[src/wdc_defines.vh]
// constants for the watchdog period control block
`ifndef WDC_DEFINES_VH
`define WDC_DEFINES_VH

// register byte offsets
`define WDC_OFF_CTRL 12'h000
`define WDC_OFF_CFG 12'h004
`define WDC_OFF_STAT 12'h008
`define WDC_OFF_RST 12'h00c

// control register fields and reset value
`define WDC_CTRL_RESET 8'h16
`define WDC_CTRL_MASK 8'h3f
`define WDC_PS_MSB 5
`define WDC_PS_LSB 1
`define WDC_EN_BIT 0
`define WDC_PS_MAX 5'h12
`define WDC_PS_BASE_LOG2 5

// configuration mode codes
`define WDC_MODE_OFF 2'h0
`define WDC_MODE_SOFT 2'h1
`define WDC_MODE_RUN_AWAKE 2'h2
`define WDC_MODE_ON 2'h3

// reset source bit positions
`define WDC_SRC_POR 0
`define WDC_SRC_BOR 1
`define WDC_SRC_LOW_POWER_BROWNOUT_RESET 2
`define WDC_SRC_PIN 3
`define WDC_SRC_WDOG 4
`define WDC_SRC_INSTR 5
`define WDC_SRC_STKOVF 6
`define WDC_SRC_STKUNF 7
`define WDC_SRC_PROG 8
`define WDC_NSRC 9

// timing
`define WDC_LFOSC_HZ 31000
`define WDC_MCLK_HZ 10000000
`define WDC_PWRT_MS 64
`define WDC_RST_PULSE 8'h04

`endif

[src/wdc_top.v]
// watchdog period control with reset sources and power-up timer
//
// Overview of operation
// period code 0 gives 1:32, each step doubles to 1:8388608; codes above 10010 give 1:32
// watchdog time base is the slow internal oscillator near 31 kHz, so intervals approximate
// soft enable bit counts only in software-control mode: 1 runs, 0 stops
// reset sources: power-on, brown-out, low-power brown-out, pin, watchdog, instruction, stack, programming
// optional power-up timer stretches reset after power-on or brown-out
// two top bits of the control register read as zero
// watchdog reset fires when counter reaches the selected interval uncleared
`timescale 1ns/1ps
`default_nettype none
`include "wdc_defines.vh"

module wdc_top #(
	parameter PWRT_CYCLES = (`WDC_PWRT_MS * (`WDC_MCLK_HZ / 1000)),
	parameter LF_DIV = (`WDC_MCLK_HZ / `WDC_LFOSC_HZ)
)
(
	input wire mclk,
	input wire nrst,
	input wire psel,
	input wire penable,
	input wire pwrite,
	input wire [11:0] paddr,
	input wire [31:0] pwdata,
	output wire pready,
	output wire pslverr,
	output reg [31:0] prdata,
	input wire [1:0] wdog_config_mode,
	input wire power_up_timer_enable,
	input wire sleeping,
	input wire wdog_clear,
	input wire power_on_event,
	input wire brownout_reset,
	input wire low_power_brownout_reset,
	input wire external_reset_pin_n,
	input wire reset_instr,
	input wire stack_overflow,
	input wire stack_underflow,
	input wire prog_mode_exit,
	output reg device_reset_q,
	output reg wdog_timeout_q
);

// ----------------------------------------------------------------
// pin synchronisers
// ----------------------------------------------------------------
reg [`WDC_NSRC-1:0] src_s1_q;
reg [`WDC_NSRC-1:0] src_s2_q;
reg [4:0] ctl_s1_q;
reg [4:0] ctl_s2_q;
wire [`WDC_NSRC-1:0] src_raw;
wire wdog_fire;

assign src_raw = {prog_mode_exit, stack_underflow, stack_overflow, reset_instr, 1'b0,
	~external_reset_pin_n, low_power_brownout_reset, brownout_reset, power_on_event};

always @(posedge mclk or negedge nrst)
begin
	if (!nrst)
	begin
		src_s1_q <= {`WDC_NSRC{1'b0}};
		src_s2_q <= {`WDC_NSRC{1'b0}};
		ctl_s1_q <= 5'h00;
		ctl_s2_q <= 5'h00;
	end
	else
	begin
		src_s1_q <= src_raw;
		src_s2_q <= src_s1_q;
		ctl_s1_q <= {wdog_config_mode, power_up_timer_enable, sleeping, wdog_clear};
		ctl_s2_q <= ctl_s1_q;
	end
end

wire [1:0] mode_s = ctl_s2_q[4:3];
wire pwrt_en_s = ctl_s2_q[2];
wire sleep_s = ctl_s2_q[1];
wire clear_s = ctl_s2_q[0];

// ----------------------------------------------------------------
// apb register access
// ----------------------------------------------------------------
reg [7:0] ctrl_q;
reg [`WDC_NSRC-1:0] cause_q;
reg [23:0] wdog_cnt_q;
wire wr_en = psel & penable & pwrite;
wire sel_ctrl = (paddr == `WDC_OFF_CTRL);
wire sel_cfg = (paddr == `WDC_OFF_CFG);
wire sel_stat = (paddr == `WDC_OFF_STAT);
wire sel_rst = (paddr == `WDC_OFF_RST);
wire mapped = sel_ctrl | sel_cfg | sel_stat | sel_rst;
wire wdog_run;

assign pready = 1'b1;
assign pslverr = psel & penable & ~mapped;

reg [7:0] ctrl_d;

always @*
begin
	ctrl_d = ctrl_q;
	if (wr_en && sel_ctrl)
		ctrl_d = pwdata[7:0] & `WDC_CTRL_MASK;
end

always @(posedge mclk or negedge nrst)
begin
	if (!nrst)
		ctrl_q <= `WDC_CTRL_RESET;
	else
		ctrl_q <= ctrl_d;
end

always @*
begin
	prdata = 32'h00000000;
	if (psel && !pwrite)
	begin
		if (sel_ctrl)
			prdata = {24'h000000, ctrl_q & `WDC_CTRL_MASK};
		else if (sel_cfg)
			prdata = {28'h0000000, mode_s, pwrt_en_s, wdog_run};
		else if (sel_stat)
			prdata = {8'h00, wdog_cnt_q};
		else if (sel_rst)
			prdata = {23'h000000, cause_q};
	end
end

// ----------------------------------------------------------------
// period decode and enable
// ----------------------------------------------------------------
function [23:0] wdc_limit;
	input [4:0] code;
	reg [4:0] c;
	begin
		c = (code > `WDC_PS_MAX) ? 5'h00 : code;
		wdc_limit = 24'h000001 << (c + `WDC_PS_BASE_LOG2);
	end
endfunction

wire [4:0] period_code = ctrl_q[`WDC_PS_MSB:`WDC_PS_LSB];
wire soft_wdog_enable = ctrl_q[`WDC_EN_BIT];
wire [23:0] wdog_limit = wdc_limit(period_code);

assign wdog_run = (mode_s == `WDC_MODE_ON) ||
	((mode_s == `WDC_MODE_RUN_AWAKE) && !sleep_s) ||
	((mode_s == `WDC_MODE_SOFT) && soft_wdog_enable);

// ----------------------------------------------------------------
// low frequency tick and watchdog counter
// ----------------------------------------------------------------
reg [15:0] lf_div_q;
wire lf_tick = (lf_div_q == LF_DIV - 1);

reg [15:0] lf_div_d;

always @*
begin
	if (lf_tick)
		lf_div_d = 16'h0000;
	else
		lf_div_d = lf_div_q + 16'h0001;
end

always @(posedge mclk or negedge nrst)
begin
	if (!nrst)
		lf_div_q <= 16'h0000;
	else
		lf_div_q <= lf_div_d;
end

assign wdog_fire = wdog_run && lf_tick && (wdog_cnt_q >= wdog_limit - 24'h000001);

reg [23:0] wdog_cnt_d;

always @*
begin
	wdog_cnt_d = wdog_cnt_q;
	if (!wdog_run || clear_s || device_reset_q || (wr_en && sel_ctrl))
		wdog_cnt_d = 24'h000000;
	else if (wdog_fire)
		wdog_cnt_d = 24'h000000;
	else if (lf_tick)
		wdog_cnt_d = wdog_cnt_q + 24'h000001;
end

always @(posedge mclk or negedge nrst)
begin
	if (!nrst)
		wdog_cnt_q <= 24'h000000;
	else
		wdog_cnt_q <= wdog_cnt_d;
end

// ----------------------------------------------------------------
// reset sources and power-up timer
// ----------------------------------------------------------------
localparam ST_IDLE = 3'b001;
localparam ST_PWRT = 3'b010;
localparam ST_HOLD = 3'b100;

reg [2:0] state_q;
reg [31:0] rcnt_q;
wire [`WDC_NSRC-1:0] src_now = src_s2_q | ({{(`WDC_NSRC-1){1'b0}}, wdog_fire} << `WDC_SRC_WDOG);
wire power_evt = src_now[`WDC_SRC_POR] | src_now[`WDC_SRC_BOR];
wire any_evt = |src_now;

reg [`WDC_NSRC-1:0] cause_d;

always @*
begin
	cause_d = cause_q;
	if (wr_en && sel_rst)
		cause_d = cause_q & ~pwdata[`WDC_NSRC-1:0];
	// a new event beats a same-cycle clear
	cause_d = cause_d | src_now;
end

always @(posedge mclk or negedge nrst)
begin
	if (!nrst)
		cause_q <= {`WDC_NSRC{1'b0}};
	else
		cause_q <= cause_d;
end

// ----------------------------------------------------------------
// reset hold state machine
// ----------------------------------------------------------------
function [31:0] wdc_hold_len;
	input pwrt_req;
	begin
		if (pwrt_req)
			wdc_hold_len = PWRT_CYCLES;
		else
			wdc_hold_len = {24'h000000, `WDC_RST_PULSE};
	end
endfunction

reg [2:0] state_d;
reg [31:0] rcnt_d;
reg device_reset_d;
wire [31:0] hold_len = wdc_hold_len(power_evt && pwrt_en_s);

always @*
begin
	state_d = state_q;
	rcnt_d = rcnt_q;
	device_reset_d = device_reset_q;
	case (state_q)
	ST_IDLE:
	begin
		if (any_evt)
		begin
			state_d = (power_evt && pwrt_en_s) ? ST_PWRT : ST_HOLD;
			rcnt_d = hold_len;
			device_reset_d = 1'b1;
		end
	end
	ST_PWRT, ST_HOLD:
	begin
		if (any_evt)
		begin
			// a later short event never cuts a running power-up wait
			if (hold_len > rcnt_q)
				rcnt_d = hold_len;
			if (power_evt && pwrt_en_s)
				state_d = ST_PWRT;
		end
		else if (rcnt_q <= 32'h00000001)
		begin
			state_d = ST_IDLE;
			device_reset_d = 1'b0;
		end
		else
			rcnt_d = rcnt_q - 32'h00000001;
	end
	default:
	begin
		state_d = ST_IDLE;
		device_reset_d = 1'b0;
	end
	endcase
end

always @(posedge mclk or negedge nrst)
begin
	if (!nrst)
	begin
		state_q <= ST_IDLE;
		rcnt_q <= 32'h00000000;
		device_reset_q <= 1'b0;
		wdog_timeout_q <= 1'b0;
	end
	else
	begin
		state_q <= state_d;
		rcnt_q <= rcnt_d;
		device_reset_q <= device_reset_d;
		wdog_timeout_q <= wdog_fire;
	end
end

endmodule
`default_nettype wire

[config.mk]
export PLATFORM = sky130hd
export DESIGN_NAME = wdc_top
export DESIGN_NICKNAME = d
export VERILOG_FILES = /design/src/wdc_top.v
export VERILOG_INCLUDE_DIRS = /design/src
export SDC_FILE = /design/constraint.sdc
export NUM_CORES = 1
export LEC_CHECK = 0
export ABC_AREA = 1
export ABC_CLOCK_PERIOD_IN_PS = 3900
export BUFFER_PORTS_ARGS = -buffer_cell sky130_fd_sc_hd__buf_2
export CAP_MARGIN = 40
export CORE_ASPECT_RATIO = 1.2
export CORE_MARGIN = 3
export CORE_UTILIZATION = 50
export DETAILED_ROUTE_END_ITERATION = 10
export MAX_ROUTING_LAYER = met4
export PLACE_DENSITY = 0.76
export SLEW_MARGIN = 0
export SYNTH_ARGS = -nofsm -noshare
export SYNTH_HDL_FRONTEND = slang
export SYNTH_SLANG_ARGS = --single-unit
[constraint.sdc]
create_clock -name mclk -period 3.9 [get_ports mclk]
set_input_delay 0.195 -clock mclk [delete_from_list [all_inputs] [get_ports mclk]]
set_output_delay 0.195 -clock mclk [all_outputs]
set_load 0.02 [all_outputs]
==> impl_metrics.yaml, run 1 <==
yosys:
  yosysMostFrequentCell: "nand2_1"
  syn_area_sq_mm: 0.00776
  avgSynthCellArea_sq_um: 7.49
  async_flop_share: 1.00
  syn-instance-count: 1035
  synth-edff-count: 0
  synth_warnings: 0
  yosys_register_bits: 118
  yosysTopAreaCell: "dfrtp_1"
  synth_top_area_share: 0.368
  synth_ff_type: "dfrtp_1"
  synth_top_cells_by_area: "dfrtp_1 (37%), nand2_1 (13%), ha_1 (5.8%)"
  synth.distinct_cells: 51
  synth_common_cells: "nand2_1 (267), inv_1 (115), dfrtp_1 (114), nor2_1 (110), nor3_1 (56)"
  yosysSeqAreaShare: 0.381
setup_path:
  path_cells: "nor2_2 > nand2_2 > nor2_1 > nor2_2 > buf_4 > nand4_1 > nand3_2 > nor2_4 > nand4_1 > xor2_1 > ha_1 > nand2_1 > a21oi_1 > nor2_1 > nand2_1 > a21oi_2 > nand2_2 > nand2_4 > nand3_2 > nand2_2 > nand3_2 > buf_8 > nand2_1 > nand2_1"
  critical_path.top_delay_family: "simple AND/OR/NAND/NOR gates"
  worstPathMaxFanout: 17
  crit_path_end_kind: "flop"
  max_stage_delay_ps: 450
  worstSetupPathType: "flop to flop"
  crit_path_frequent_cell: "nand2_1"
  worstPathArrival_ps: 3900
  slowest_stage: "dfrtp_1"
  crit_buf_inv: 2
  r2r_slack_ps: 310
  crit_path_start_kind: "flop"
  critPathRequiredTime_ps: 4210
placed_design:
  placed_cells: 1303
  placed_area_sq_mm: 0.00836
  gp_congestion: 0.950
  dp_hpwl_mm: 14.0
  io_buffer_count: 65
die:
  dieArea_sq_mm: 0.0170
  dieWidth_um: 120
  core_area_sq_mm: 0.0151
  ios: 98
  num_rows: 49
  die_h_um: 142
  start_util: 0.514
drt:
  drc: 0
  firstDrtPassIters: 6
  detail_route.vias_per_cell: 5.20
  ant_nets: 0
  drt_wl_total_mm: 19.1
  wl_per_cell_um: 14.1
  drt_iter0_markers: 460
  vias: 7049
sta:
  drv_slew: 0
  max_slew_margin: 0.527
  timing.final.hold_violations: 0
  layout_min_cycle_time_ps: 3590
  setup-violations-final: 0
  fin_crit_sh: 0.920
  tns_ps: 0
  skew_ps: 7.74
  worst_pin_slew_ps: 709
  fmax_mhz: 279
power_and_ir_drop:
  peakVddDrop_uv: 312
  p_per_area_mw_per_mm2: 452
  p_leak_nw: 4.60
grt:
  overflow: 0
  grt_max_degree: 72
  track_usage: 0.240
  antenna_found_initial: 0
  grt_pass1_vias: 6846
  grt_pass1_wl_mm: 32.3
clocking:
  numCtsBuffers: 17
  insertion_delay_ps: 420
  cts_sinks: 118
  root_buffer: "clkbuf_16"
  cts_buffer_depth: 2
  htree_levels: 4
  cts_tree: "yes"
  clk_pin_slew_ps: 60
cells_and_area:
  utilization: 0.611
  drive_gt1_frac: 0.170
  design_area_sq_mm: 0.00922
  fillerInstances: 1362
  syn_to_final_growth_pct: 18.9
  fin_cells: 1356
  n_antenna_cell: 0
  final_nets: 1237
run_status:
  status: "completed"
job:
  maxCapViolCount: 0
hold_path:
  min_path_type: "input pin to flop"
==> stage by stage <==
| step | worst slack [ps] | total power [mW] | hold WS, ps |
|---|---|---|---|
| floorplan | 520 | 2.26 | -101 |
| global placement | 126 | 2.54 | 256 |
| detailed placement | 116 | 2.56 | 268 |
| CTS | 90.8 | 4.16 | 40.9 |
| global route | -30.9 | 4.42 | 74.9 |
| finish | 313 | 4.17 | 66.4 |
==> cell usage in the layout, fill, tap and decap left out, types with 5 or more instances in the layout <==
cell | netlist | routed
inv_1 | 115 | 115
nand4_1 | 36 | 36
nor4_1 | 6 | 6
nor3_1 | 56 | 56
a21oi_1 | 27 | 26
conb_1 | 2 | 14
xor2_1 | 51 | 51
xnor2_1 | 9 | 9
o22ai_1 | 8 | 8
nand2_2 | 16 | 20
dfrtp_1 | 114 | 114
dlygate4sd3_1 | 0 | 14
buf_2 | 10 | 64
o21ai_0 | 31 | 31
nor2_2 | 10 | 11
clkinvlp_4 | 0 | 5
nor2_4 | 6 | 7
inv_2 | 15 | 15
nor2_1 | 110 | 108
clkbuf_16 | 0 | 17
nand2_1 | 267 | 262
nand3_1 | 38 | 37
ha_1 | 36 | 36
buf_4 | 10 | 18
==> power by group <==
part | leakage, nW | switching (mW) | internal, mW
clock network | 0.279 | 0.595 | 0.980
logic | 2.81 | 0.794 | 0.443
registers | 1.51 | 0.0601 | 1.29
total | 4.60 | 1.45 | 2.72
==> cell families (layout without fill, tap and decap cells) <==
kind of cell    Yosys count  after routing  synth area share
compound gates           91             91            0.0678
fa+ha+maj                36             36            0.0581
other cells               2             14          0.000968
flops                   118            118             0.381
buf+inv                 162            267            0.0889
xor+xnor                 60             60            0.0678
simple gates            566            566             0.335
==> worst register-to-register path: cells and delay by family, from the launching register on <==
family                   cells  cell delay [ps]
AND/OR/NAND/NOR             18             2070
flip-flops                   1              450
buffers and inverters        2              330
adder cells (fa/ha/maj)      1              270
AO/OA/AOI/OAI                2              200
XOR/XNOR                     1              160
==> flip-flops by register name, indices dropped and copies added (netlist names) <==
signal          flops
state_q             3
cause_q             9
wdog_timeout_q      1
ctl_s1_q            5
device_reset_q      1
rcnt_q             32
ctrl_q              6
wdog_cnt_q         24
src_s2_q            8
lf_div_q           16
ctl_s2_q            5
src_s1_q            8
==> what timing repair did <==
item / 4_1_cts / 5_1_grt
endpoints found under the setup margin: 0 / 56
gates resized for setup: 0 / 16
hold buffers: 14 / 0
setup buffers: 0 / 7
hold endpoints to repair: 60 / 0
==> layer usage <==
layer / GRT usage / part of all wire
met5: - / 0
met1: 0.283 / 0.42
met2: 0.414 / 0.53
met3: 0.0477 / 0.036
met4: 0.0814 / 0.018
==> final cells by class <==
class,instances,area (sq um),share of cell area
Sequential cell,118,2960,0.321
Clock buffer,19,453,0.0491
Timing Repair Buffer,102,702,0.0761
Tap cell,204,255,0.0277
Clock inverter,13,146,0.0159
Inverter,133,499,0.0542
Multi-Input combinational cell,767,4210,0.456
==> worst paths after layout <==
kind | startpoint | endpoint | cells past startpoint
max in group asynchronous | nrst | ctrl_q[1] | 3
min in group asynchronous | nrst | lf_div_q[9] | 2
worst max-delay path | ctrl_q[3] | rcnt_q[25] | 24
worst min-delay path | pwdata[1] | ctrl_q[1] | 3
worst max register to register | ctrl_q[3] | rcnt_q[25] | 24
worst min register to register | src_s1_q[5] | src_s2_q[5] | 0
(Power assumes the default switching activity.)
==> inputs of run 2 (changes only) <==
- ABC_CLOCK_PERIOD_IN_PS: 3900 -> 4450
- GPL_ROUTABILITY_DRIVEN: unset -> 0
- clock period: 3.9 -> 4.45 ns (I/O delays scaled with it)
==> run 2 against run 1 <==
Clock-buffer cell count fell by 2. Die area did not move. Sequential share of layout area rose by 0.88 points. Global-route usage fell by 0.72 points. Flip-flop and latch count did not move. First-iteration DRC count rose by 3.3%. Register-to-register slack improved by 190 ps.
==> impl_metrics.yaml, run 2 (synthesis results as in run 1) <==
run_status:
  status: "completed"
clocking:
  cts_sinks: 118
  root_buffer: "clkbuf_16"
  numCtsBuffers: 17
  clk_pin_slew_ps: 60
  htree_levels: 4
  postCtsSetupBuffers: 0
  cts_buffer_depth: 2
  insertion_delay_ps: 420
  cts_tree: "yes"
drt:
  drt_iter0_markers: 475
  ant_nets: 0
  drt_wl_total_mm: 18.5
  detail_route.vias_per_cell: 5.20
  firstDrtPassIters: 5
  drc: 0
  vias: 6975
  wl_per_cell_um: 13.8
cells_and_area:
  fillerInstances: 1369
  syn_to_final_growth_pct: 15.7
  n_antenna_cell: 0
  drive_gt1_frac: 0.152
  largest_reg_flops: 32
  final_nets: 1223
  final_cell_mix: "nand2_1 (267), inv_1 (115), dfrtp_1 (114)"
  layout.cells.most_common: "nand2_1"
  regMostFlops: "rcnt_q"
  design_area_sq_mm: 0.00897
  top_regs: "rcnt_q x32, wdog_cnt_q x24, lf_div_q x16"
grt:
  grt_pass1_wl_mm: 31.4
  antenna_found_initial: 0
  track_usage: 0.233
  grt_max_degree: 60
  grt_pass1_vias: 6788
  overflow: 0
sta:
  max_slew_margin: 0.448
  worst_pin_slew_ps: 824
  setup-violations-final: 0
  fin_hold_ws_ps: 94.7
  tns_ps: 0
  fin_crit_sh: 0.887
  skew_ps: 9.74
  layout_min_cycle_time_ps: 3950
  rsz0062_at_grt: "false"
  fmax_mhz: 253
  drv_slew: 0
  timing.final.hold_violations: 0
die:
  num_rows: 49
  core_area_sq_mm: 0.0151
  dieArea_sq_mm: 0.0170
  dieWidth_um: 120
  die_h_um: 142
  ios: 98
  start_util: 0.514
setup_path:
  critical_path.top_delay_family: "simple AND/OR/NAND/NOR gates"
  worstSetupPathType: "flop to flop"
  crit_buf_inv: 3
  max_stage_delay_ps: 610
  worstPathMaxFanout: 10
  crit_path_start_kind: "flop"
  worstPathArrival_ps: 4280
  path_cells: "nand2_1 > nand2_1 > nand3_2 > inv_2 > nor2_1 > nand2_1 > nand3_2 > nor2_1 > nand2_1 > xnor2_1 > ha_1 > nand2_1 > nor2_1 > and2_1 > a21oi_1 > nand2_1 > nand2_2 > inv_1 > nor2_2 > clkinv_1 > nor3_1"
  crit_path_end_kind: "flop"
  crit_path_frequent_cell: "nand2_1"
  slowest_stage: "dfstp_2"
  critPathRequiredTime_ps: 4780
placed_design:
  dp_hpwl_mm: 13.7
  io_buffer_count: 65
  placed_area_sq_mm: 0.00826
power_and_ir_drop:
  peakVddDrop_uv: 289
  power.total_mw: 3.50
  p_leak_nw: 4.48
  p_per_area_mw_per_mm2: 390
hold_path:
  min_path_type: "input pin to flop"
job:
  maxCapViolCount: 0
## run 2: cell count changes in the layout (fill, tap and decap cells not counted), sizes merged
cell    before  now
buf         88   74
bufinv       2    1
clkbuf      19   17
inv        134  137
## run 2: final timing paths
check	startpoint	endpoint	slack (ps)	cells past startpoint
worst min-delay path	pwdata[2]	ctrl_q[2]	90	3
max in group asynchronous	nrst	src_s1_q[5]	3150	3
worst max register to register	ctrl_q[1]	wdog_cnt_q[8]	500	21
worst max-delay path	ctrl_q[1]	wdog_cnt_q[8]	500	21
worst min register to register	ctl_s1_q[4]	ctl_s2_q[4]	350	0
min in group asynchronous	nrst	lf_div_q[12]	240	2
## run 2: power breakdown
part           internal [mW]  switching [mW]  total (mW)
clock                  0.780           0.546        1.33
sequential              1.13          0.0548        1.19
combinational          0.320           0.668       0.988
## run 2: tightest hold or removal path: stages
cell	delay (ps)
buf_2	90
inv_1	90
o21ai_0	90
## run 2: routing by layer
layer  vias up  track usage  wire [um]
li1       3507            -          -
met4         0       0.0808        323
met3        35       0.0402        665
met2       172        0.405       9800
met1      3261        0.274       7730
met5         -            -          0
## run 2: layout make-up
type,instances,area (sq um),share of cell area
clock inverter,15,145,0.0162
inverter,133,499,0.0556
tap,204,255,0.0284
multi-input combinational,767,4150,0.463
sequential,118,2960,0.330
clock buffer,17,425,0.0474
timing repair buffer,88,537,0.0598
## run 2: timing repair
action,in CTS,in global routing
hold buffers,14,0
resized for setup,0,1
hold endpoints to repair,36,0
endpoints found under the setup margin,0,5
## run 2: per-stage QoR
| stage | std cells | worst slack, ps | util |
|---|---|---|---|
| global placement | 1295 | 584 | 0.547 |
| CTS | 1342 | 441 | 0.595 |
| detailed placement | 1296 | 484 | 0.548 |
| floorplan | 1047 | 1070 | - |
| finish | 1342 | 501 | 0.595 |
| global route | 1342 | 53.8 | 0.595 |
